$ cat src/efs_pkg.sv
package efs_pkg;

	// ----------------------------------------
	// Register offsets
	// ----------------------------------------
	localparam logic [7:0] OFS_SYNC_STATUS = 8'h10;
	localparam logic [7:0] OFS_RX_FAS      = 8'h11;
	localparam logic [7:0] OFS_TIMER       = 8'h12;
	localparam logic [7:0] OFS_RX_NFAS     = 8'h13;
	localparam logic [7:0] RD_UNMAPPED     = 8'h00;

	// ----------------------------------------
	// Field positions
	// ----------------------------------------
	localparam int BIT_FRAME_LOSS = 7;
	localparam int BIT_MF_LOSS    = 6;
	localparam int BIT_CRC_LOSS   = 5;
	localparam int BIT_FEB_ONE    = 4;
	localparam int BIT_FEB_TWO    = 3;
	localparam int BIT_REFRAME    = 2;
	localparam int BIT_PERSIST    = 1;
	localparam int BIT_INTERWORK  = 0;
	localparam int BIT_HALF_SEC   = 7;
	localparam int BIT_ONE_SEC    = 6;
	localparam int BIT_CRC_WIN    = 5;
	localparam int BIT_FEB_WIN    = 4;
	localparam int BIT_LONG_TOG   = 3;
	localparam int BIT_SHORT_TOG  = 2;
	localparam int BIT_ALIGN_TOG  = 1;
	localparam int BIT_TIMER_FREE = 0;

	// ----------------------------------------
	// Reset values
	// ----------------------------------------
	localparam logic [7:0] RST_BYTE = 8'h00;

	// ----------------------------------------
	// Timing, counted in received frames
	// ----------------------------------------
	localparam int FRAME_US       = 125;
	localparam int SHORT_MS       = 8;
	localparam int LONG_MS        = 400;
	localparam int ALIGN_TOG_MS   = 2;
	localparam int HALF_SEC_MS    = 500;
	localparam int FRAMES_SHORT   = SHORT_MS * 1000 / FRAME_US;
	localparam int FRAMES_LONG    = LONG_MS * 1000 / FRAME_US;
	localparam int FRAMES_ALIGN   = ALIGN_TOG_MS * 1000 / FRAME_US;
	localparam int FRAMES_HALF    = HALF_SEC_MS * 1000 / FRAME_US;
	localparam int TMR_W          = 12;
	localparam logic [6:0] PERSIST_LOAD = 7'(FRAMES_SHORT);
	localparam logic [3:0] ALIGN_LAST   = 4'(FRAMES_ALIGN - 1);

endpackage

$ cat src/efs_frame_timer.sv
`timescale 1ns/1ps
// Counts frame ticks while run is high; pulses expire and restarts each period.
module efs_frame_timer #(
	parameter int W      = 12,
	parameter int PERIOD = 64
) (
	input  wire logic clk,        // Receive clock
	input  wire logic rst_b,      // Async reset, active low
	input  wire logic tick,       // One pulse per frame
	input  wire logic run,        // Timer armed
	output logic      expire      // One-cycle pulse at expiry
);
	typedef struct packed {
		logic [W-1:0] cnt;
		logic         exp;
	} efs_ft_st_t;

	efs_ft_st_t st_ff;
	efs_ft_st_t nxt_st;

	always_comb begin
		nxt_st = st_ff;
		nxt_st.exp = 1'b0;
		// A dropped run clears the count so each search starts a full period
		if (!run) begin
			nxt_st.cnt = '0;
		end else if (tick) begin
			if (st_ff.cnt == W'(PERIOD - 1)) begin
				nxt_st.cnt = '0;
				nxt_st.exp = 1'b1;
			end else begin
				nxt_st.cnt = st_ff.cnt + W'(1);
			end
		end
	end

	always_ff @(posedge clk or negedge rst_b) begin
		if (!rst_b) begin
			st_ff <= '0;
		end else begin
			st_ff <= nxt_st;
		end
	end

	assign expire = st_ff.exp;
endmodule // efs_frame_timer

$ cat src/efs_rx_status.sv
`timescale 1ns/1ps
module efs_rx_status #(
	parameter int FRAMES_HALF  = efs_pkg::FRAMES_HALF,
	parameter int FRAMES_LONG  = efs_pkg::FRAMES_LONG,
	parameter int FRAMES_SHORT = efs_pkg::FRAMES_SHORT
) (
	input  wire logic       CLK,             // Receive clock, 250 MHz
	input  wire logic       RST_B,           // Async reset, active low
	input  wire logic       FRAME_TICK,      // One pulse per received frame
	input  wire logic       FRAME_LOSS,      // Basic frame alignment lost
	input  wire logic       MULTIFRAME_LOSS, // Multiframe alignment lost
	input  wire logic       CHECKSUM_MF_LOSS,// CRC-4 multiframe alignment lost
	input  wire logic       CHECKSUM_INTERWORK, // Far end runs CRC-4
	input  wire logic       CHECKSUM_MF_START,  // Pulse at each CRC-4 multiframe
	input  wire logic       MF_END_STB,      // Pulse: far-end error bits valid
	input  wire logic [1:0] FAR_ERR_BITS,    // [1] first, [0] second bit
	input  wire logic       FAS_STB,         // Pulse: alignment byte valid
	input  wire logic [7:0] FAS_BYTE,        // Bit one in [7]
	input  wire logic       NFAS_STB,        // Pulse: non-alignment byte valid
	input  wire logic [7:0] NFAS_BYTE,       // Bit one in [7]
	input  wire logic [7:0] ADDR,            // Register address
	input  wire logic       RD_STB,          // Read strobe
	input  wire logic       WR_STB,          // Write strobe, ignored
	input  wire logic [7:0] WR_DATA,         // Write data, ignored
	output logic      [7:0] RD_DATA          // Read data, one cycle after RD_STB
);
	// ----------------------------------------
	// State
	// ----------------------------------------
	typedef struct packed {
		logic [7:0] rdata;
		logic [7:0] fas;
		logic [7:0] nfas;
		logic       feb_one;
		logic       feb_two;
		logic       reframe;
		logic       persist;
		logic [6:0] persist_cnt;
		logic       short_tog;
		logic       long_tog;
		logic       align_tog;
		logic [3:0] align_cnt;
	} efs_st_t;

	efs_st_t st_ff;
	efs_st_t nxt_st;

	logic       search_run;
	logic       short_exp;
	logic       long_exp;
	logic       half_tog;
	logic       one_tog;
	logic       err_win;
	logic [7:0] sync_word;
	logic [7:0] timer_word;

	// ----------------------------------------
	// Alignment timers and second base
	// ----------------------------------------
	// Timers only run while framed but hunting for CRC-4 multiframe
	assign search_run = !FRAME_LOSS && CHECKSUM_MF_LOSS;

	efs_frame_timer #(.W(efs_pkg::TMR_W), .PERIOD(FRAMES_SHORT)) u_short (
		.clk    (CLK),
		.rst_b  (RST_B),
		.tick   (FRAME_TICK),
		.run    (search_run),
		.expire (short_exp)
	);

	efs_frame_timer #(.W(efs_pkg::TMR_W), .PERIOD(FRAMES_LONG)) u_long (
		.clk    (CLK),
		.rst_b  (RST_B),
		.tick   (FRAME_TICK),
		.run    (search_run),
		.expire (long_exp)
	);

	efs_second_base #(.W(efs_pkg::TMR_W), .HALF(FRAMES_HALF),
		.WIN_FRAMES(FRAMES_SHORT)) u_sec (
		.clk      (CLK),
		.rst_b    (RST_B),
		.tick     (FRAME_TICK),
		.half_tog (half_tog),
		.one_tog  (one_tog),
		.win      (err_win)
	);

	// ----------------------------------------
	// Register words
	// ----------------------------------------
	always_comb begin
		sync_word = efs_pkg::RST_BYTE;
		sync_word[efs_pkg::BIT_FRAME_LOSS] = FRAME_LOSS;
		sync_word[efs_pkg::BIT_MF_LOSS]    = MULTIFRAME_LOSS;
		sync_word[efs_pkg::BIT_CRC_LOSS]   = CHECKSUM_MF_LOSS;
		sync_word[efs_pkg::BIT_FEB_ONE]    = st_ff.feb_one;
		sync_word[efs_pkg::BIT_FEB_TWO]    = st_ff.feb_two;
		sync_word[efs_pkg::BIT_REFRAME]    = st_ff.reframe;
		sync_word[efs_pkg::BIT_PERSIST]    = st_ff.persist;
		sync_word[efs_pkg::BIT_INTERWORK]  = CHECKSUM_INTERWORK;
		timer_word = efs_pkg::RST_BYTE;
		timer_word[efs_pkg::BIT_HALF_SEC]  = half_tog;
		timer_word[efs_pkg::BIT_ONE_SEC]   = one_tog;
		timer_word[efs_pkg::BIT_CRC_WIN]   = err_win;
		timer_word[efs_pkg::BIT_FEB_WIN]   = err_win;
		timer_word[efs_pkg::BIT_LONG_TOG]  = st_ff.long_tog;
		timer_word[efs_pkg::BIT_SHORT_TOG] = st_ff.short_tog;
		timer_word[efs_pkg::BIT_ALIGN_TOG] = st_ff.align_tog;
	end

	// ----------------------------------------
	// Next state
	// ----------------------------------------
	always_comb begin
		nxt_st = st_ff;
		// Captured bytes keep line order, bit one in the top bit
		if (FAS_STB) begin
			nxt_st.fas = FAS_BYTE;
		end
		if (NFAS_STB) begin
			nxt_st.nfas = NFAS_BYTE;
		end
		if (MF_END_STB) begin
			nxt_st.feb_one = FAR_ERR_BITS[1];
			nxt_st.feb_two = FAR_ERR_BITS[0];
		end
		// Set wins over clear, though both cannot meet here
		if (!CHECKSUM_MF_LOSS) begin
			nxt_st.reframe = 1'b0;
		end
		if (short_exp && CHECKSUM_MF_LOSS) begin
			nxt_st.reframe = 1'b1;
		end
		if (FRAME_LOSS) begin
			nxt_st.persist     = 1'b1;
			nxt_st.persist_cnt = 7'(FRAMES_SHORT);
		end else if (st_ff.persist && FRAME_TICK) begin
			nxt_st.persist_cnt = st_ff.persist_cnt - 7'h01;
			if (st_ff.persist_cnt == 7'h01) begin
				nxt_st.persist = 1'b0;
			end
		end
		if (short_exp) begin
			nxt_st.short_tog = !st_ff.short_tog;
		end
		if (long_exp) begin
			nxt_st.long_tog = !st_ff.long_tog;
		end
		// Aligned: follow the received multiframe; else free-run every 2 ms
		if (!CHECKSUM_MF_LOSS) begin
			nxt_st.align_cnt = 4'h0;
			if (CHECKSUM_MF_START) begin
				nxt_st.align_tog = !st_ff.align_tog;
			end
		end else if (FRAME_TICK) begin
			if (st_ff.align_cnt == efs_pkg::ALIGN_LAST) begin
				nxt_st.align_cnt = 4'h0;
				nxt_st.align_tog = !st_ff.align_tog;
			end else begin
				nxt_st.align_cnt = st_ff.align_cnt + 4'h1;
			end
		end
		// Read port only; writes never touch state
		if (RD_STB) begin
			unique case (ADDR)
				efs_pkg::OFS_SYNC_STATUS: nxt_st.rdata = sync_word;
				efs_pkg::OFS_RX_FAS:      nxt_st.rdata = st_ff.fas;
				efs_pkg::OFS_TIMER:       nxt_st.rdata = timer_word;
				efs_pkg::OFS_RX_NFAS:     nxt_st.rdata = st_ff.nfas;
				default:                  nxt_st.rdata = efs_pkg::RD_UNMAPPED;
			endcase
		end
	end

	always_ff @(posedge CLK or negedge RST_B) begin
		if (!RST_B) begin
			st_ff <= '0;
		end else begin
			st_ff <= nxt_st;
		end
	end

	assign RD_DATA = st_ff.rdata;
endmodule // efs_rx_status

$ cat src/efs_second_base.sv
`timescale 1ns/1ps
// Free-running half/one second base with the one-second error window bit.
module efs_second_base #(
	parameter int W          = 12,
	parameter int HALF       = 4000,
	parameter int WIN_FRAMES = 64
) (
	input  wire logic clk,        // Receive clock
	input  wire logic rst_b,      // Async reset, active low
	input  wire logic tick,       // One pulse per frame
	output logic      half_tog,   // Toggles every half second
	output logic      one_tog,    // Toggles every second
	output logic      win         // High for the last window before each second
);
	typedef struct packed {
		logic [W-1:0] cnt;
		logic         half;
		logic         one;
		logic         win;
	} efs_sb_st_t;

	efs_sb_st_t st_ff;
	efs_sb_st_t nxt_st;

	always_comb begin
		nxt_st = st_ff;
		if (tick) begin
			if (st_ff.cnt == W'(HALF - 1)) begin
				nxt_st.cnt  = '0;
				nxt_st.half = !st_ff.half;
				// Both toggles change on the same edge so they never skew
				if (st_ff.half) begin
					nxt_st.one = !st_ff.one;
				end
			end else begin
				nxt_st.cnt = st_ff.cnt + W'(1);
			end
			// Second boundary falls where half returns low
			nxt_st.win = st_ff.half && (nxt_st.cnt >= W'(HALF - WIN_FRAMES))
				&& (nxt_st.cnt != '0);
		end
	end

	always_ff @(posedge clk or negedge rst_b) begin
		if (!rst_b) begin
			st_ff <= '0;
		end else begin
			st_ff <= nxt_st;
		end
	end

	assign half_tog = st_ff.half;
	assign one_tog  = st_ff.one;
	assign win      = st_ff.win;
endmodule // efs_second_base

$ cat config.mk
export PLATFORM = sky130hd
export DESIGN_NAME = efs_rx_status
export DESIGN_NICKNAME = d
export VERILOG_FILES = /design/src/efs_pkg.sv /design/src/efs_frame_timer.sv /design/src/efs_rx_status.sv /design/src/efs_second_base.sv
export SDC_FILE = /design/constraint.sdc
export NUM_CORES = 1
export LEC_CHECK = 0
export BUFFER_PORTS_ARGS = -buffer_cell sky130_fd_sc_hd__buf_4
export CAP_MARGIN = 20
export CORE_MARGIN = 2
export CORE_UTILIZATION = 55
export DETAILED_ROUTE_END_ITERATION = 8
export GPL_TIMING_DRIVEN = 0
export PLACE_DENSITY = 0.83
export SYNTH_ARGS = -nofsm -noshare
export SYNTH_HDL_FRONTEND = slang
export SYNTH_SLANG_ARGS = --single-unit
$ cat constraint.sdc
create_clock -name CLK -period 2.2 [get_ports CLK]
set_input_delay 0.44 -clock CLK [delete_from_list [all_inputs] [get_ports CLK]]
set_output_delay 0.44 -clock CLK [all_outputs]
set_load 0.01 [all_outputs]
==> key figures <==
Outcome
  • Outcome: finished clean

Critical path
  • Maximum fanout count along the critical path: 10
  • Critical path start-end classification: flop to flop
  • Max incr delay on CP: 410 ps
  • Crit path arrival time: 2240 ps
  • Chain of cells forming the critical path: ha_1 -> nand4_2 -> nor4_4 -> nand2b_1 -> buf_6 -> nor3_1 -> a211o_1
  • Data required time at the worst endpoint: 2450 ps
  • CP Launch Type: flop
  • Endpoint kind of the worst setup timing path: flop
  • Internal reg-to-reg setup slack: 220 ps
  • Critical-path top delay cell: sky130_fd_sc_hd__dfrtp_1

STA
  • Min cycle time layout: 1980 ps
  • Part of the cycle the worst path needs: 90.2%
  • Tightest Pin Transition: 961 ps
  • Headroom to the max-slew limit: 35.4%
  • Setup repair after global routing missed its margin: no
  • Final hold violations: 0
  • PnR worst setup slack: 216 ps
  • Skew final: 5.09 ps
  • Final TNS setup: 0 ps
  • Setup violation total in the final timing report: 0
  • Final-report max-slew violation count: 0
  • Maximum clock frequency: 504 MHz

Drt
  • DR vias: 3237
  • Number of nets with antenna violations after routing: 0
  • DRC violation count after routing: 0
  • Detail-routed via count per cell: 5.95
  • Drt pass-1 iters: 4
  • Final Routed Wirelength: 8.70 mm
  • Routed wire per std cell: 16.0 µm
  • First DRT Iteration DRCs: 241

Cells and area
  • Number of non-filler instances in the completed layout: 544
  • Combined flip-flop and latch cell area: 2080 µm²
  • Number of nets in the layout: 493
  • Area occupied by multi-input gates: 1930 µm²
  • Number of antenna diodes: 0
  • Share of post-route cells with drive strength above 1: 24.0%
  • Post-synthesis to final-layout area growth: 15.8%
  • Layout fillers: 551

Synth
  • Number of enable flip-flop cells after synthesis: 0
  • Most used flip-flop cell after synthesis: sky130_fd_sc_hd__dfrtp_1
  • Distinct cell type count of the synthesized netlist: 52
  • Proportion of netlist area held by the largest area contributor: 49.7%
  • Synthesized flop and latch total: 83
  • Most frequent cells after synthesis: 83 x sky130_fd_sc_hd__dfrtp_1, 31 x sky130_fd_sc_hd__nand2_1, 21 x sky130_fd_sc_hd__nand3_1, 21 x sky130_fd_sc_hd__nor2_1, 20 x sky130_fd_sc_hd__o21ai_0
  • Cells after Synth: 388
  • Share of the yosys chip area belonging to registers: 49.7%
  • Top-count cell post-synth: sky130_fd_sc_hd__dfrtp_1
  • Biggest area contributors in the synthesized netlist: sky130_fd_sc_hd__dfrtp_1 50%, sky130_fd_sc_hd__mux2_2 5.1%, sky130_fd_sc_hd__mux4_2 3.8%
  • Share of async-settable or async-resettable flops after synthesis: 100%
  • Area leader, netlist: sky130_fd_sc_hd__dfrtp_1
  • Yosys warning count: 0
  • Cell area after synthesis: 4180 µm²
  • Post-Synthesis Net Count: 441
  • Post-synthesis area per instance: 10.8 µm²

Clocking
  • Max Buffers Root-to-Sink: 2
  • Clock Sink Count: 83
  • Number of buffers inserted during clock tree synthesis: 9
  • Level count of the clock H-tree: 3
  • Root Buffer Master: sky130_fd_sc_hd__clkbuf_8
  • TritonCTS clock tree: done
  • Worst-skew pair later-pin latency: 360 ps
  • Clock transition at path regs: 90 ps

Floorplan
  • Die area: 8310 µm²
  • Top-level I/O count: 55
  • Area of the core region: 7290 µm²
  • Die width: 91.2 µm
  • Die extent in y: 91.2 µm
  • Site row count: 31
  • Initial core utilization: 57.3%

Power
  • Net Sw Frac: 29.8%
  • Leakage: 2.14 nW
  • Pint: 2.47 mW
  • Switching component of the power: 1.05 mW
  • Worst VDD drop: 0.350 mV
  • Sequential Power Share: 50.7%
  • PwrDens: 727 nW/µm²
  • Portion of total power attributed to combinational logic: 17.6%
  • Clock network fraction of total power: 31.8%

Placed design
  • Final GP Congestion: 0.836
  • Instance count after placement with tap cells included: 526
  • Post-detail-place hpwl: 6.14 mm
  • Port-buffer cells: 39
  • Worst-case setup slack after placement: 189 ps

Global routing
  • Via count of the first global-routing pass: 3143
  • Total gr overflow: 0
  • First-pass GRT wire length: 14.8 mm
  • Overall fraction of global-route tracks in use: 22.3%
  • Largest net degree at the start of global routing: 84
  • Antenna violations before repair: 0

Hold path
  • Min-delay worst type: input port to flop

Flow run
  • Max-cap check violation count: 0
[critical path, delay by kind of cell (launching register included)]
family                     cells  cell delay [ps]
adders and majority gates      1              250
DFF                            1              410
AOI/OAI and AO/OA              1              260
and+or+nand+nor                4              810
buffers and inverters          1              140
[power by group through the flow]
stage / clock, mW / combinational (mW) / sequential [mW]
finish: 1.12 / 0.618 / 1.78
global route: 1.20 / 0.690 / 1.80
CTS: 1.13 / 0.614 / 1.78
detailed placement: 0 / 0.608 / 1.81
global placement: 0 / 0.575 / 1.79
floorplan: 0 / 0.433 / 1.78
[worst paths after layout]
kind	cells past startpoint	to	start
setup reg to reg	7	u_long.st_ff[4]	u_long.st_ff[1]
hold / removal	2	st_ff[21]	NFAS_BYTE[3]
setup / recovery	7	u_long.st_ff[4]	u_long.st_ff[1]
min in group asynchronous	2	st_ff[11]	RST_B
max in group asynchronous	3	st_ff[3]	RST_B
hold reg to reg	1	st_ff[5]	u_long.expire
[flip-flops by register name, indices dropped and copies added (netlist names)]
| name | flops |
|---|---|
| RD_DATA | 8 |
| st_ff | 34 |
| u_long.expire | 1 |
| u_long.st_ff | 12 |
| u_sec.half_tog | 1 |
| u_sec.one_tog | 1 |
| u_sec.st_ff | 12 |
| u_sec.win | 1 |
| u_short.expire | 1 |
| u_short.st_ff | 12 |
[metal layers]
metal / track usage (%) / share of wire (%) / vias to the layer above
met3: 6.06 / 6.1 / 18
met5: 0 / 0 / -
met4: 7.32 / 2.2 / 0
met1: 29.8 / 43 / 1597
li1: - / - / 1516
met2: 35.6 / 49 / 106
[per-stage QoR]
stage / area [µm²] / power (mW) / hold WS [ps] / util (%)
after global placement: 4600 / 2.37 / 424 / 63.0
after detailed placement: 4600 / 2.42 / 424 / 63.0
final: 4840 / 3.52 / 307 / 66.4
after CTS: 4800 / 3.53 / 295 / 65.8
after floorplan: 4180 / 2.21 / 144 / -
after global routing: 4840 / 3.69 / 287 / 66.4
[area by class of cell]
| class | count | share of cell area [%] |
|---|---|---|
| flip-flops and latches | 83 | 42.9 |
| multi-input cells | 270 | 39.9 |
| repair buffers | 41 | 6.83 |
| plain buffers | 25 | 2.92 |
| clock buffers | 9 | 2.56 |
| well taps | 99 | 2.56 |
| clock inverters | 7 | 1.58 |
| inverters | 10 | 0.776 |
[placed cells by master, fill, tap and decap left out, types with 9 or more instances in the layout]
master	instances
sky130_fd_sc_hd__a21oi_1	16
sky130_fd_sc_hd__buf_4	48
sky130_fd_sc_hd__clkbuf_1	10
sky130_fd_sc_hd__clkbuf_8	9
sky130_fd_sc_hd__dfrtp_1	83
sky130_fd_sc_hd__inv_1	9
sky130_fd_sc_hd__mux2_2	19
sky130_fd_sc_hd__nand2_1	31
sky130_fd_sc_hd__nand3_1	21
sky130_fd_sc_hd__nor2_1	21
sky130_fd_sc_hd__nor3_1	13
sky130_fd_sc_hd__o21ai_0	20
sky130_fd_sc_hd__xnor2_1	10
[timing repair]
item                       4_1_cts  5_1_grt
hold buffers                     0        1
setup buffers                    0        0
hold endpoints to repair         0        8
gates resized for setup          0        1
setup endpoints to repair        0        1
[cell families (layout without fill, tap and decap cells)]
kind of cell / count (synthesis) / count (layout) / share of synthesized area (%)
mux: 32 / 32 / 10.3
compound gates: 78 / 78 / 12.6
flops: 83 / 83 / 49.7
xor+xnor: 18 / 18 / 3.77
simple gates: 136 / 136 / 17.6
fa+ha+maj: 6 / 6 / 1.80
buf+inv: 35 / 92 / 4.28
Note: power is estimated with default switching activity, not from simulation.
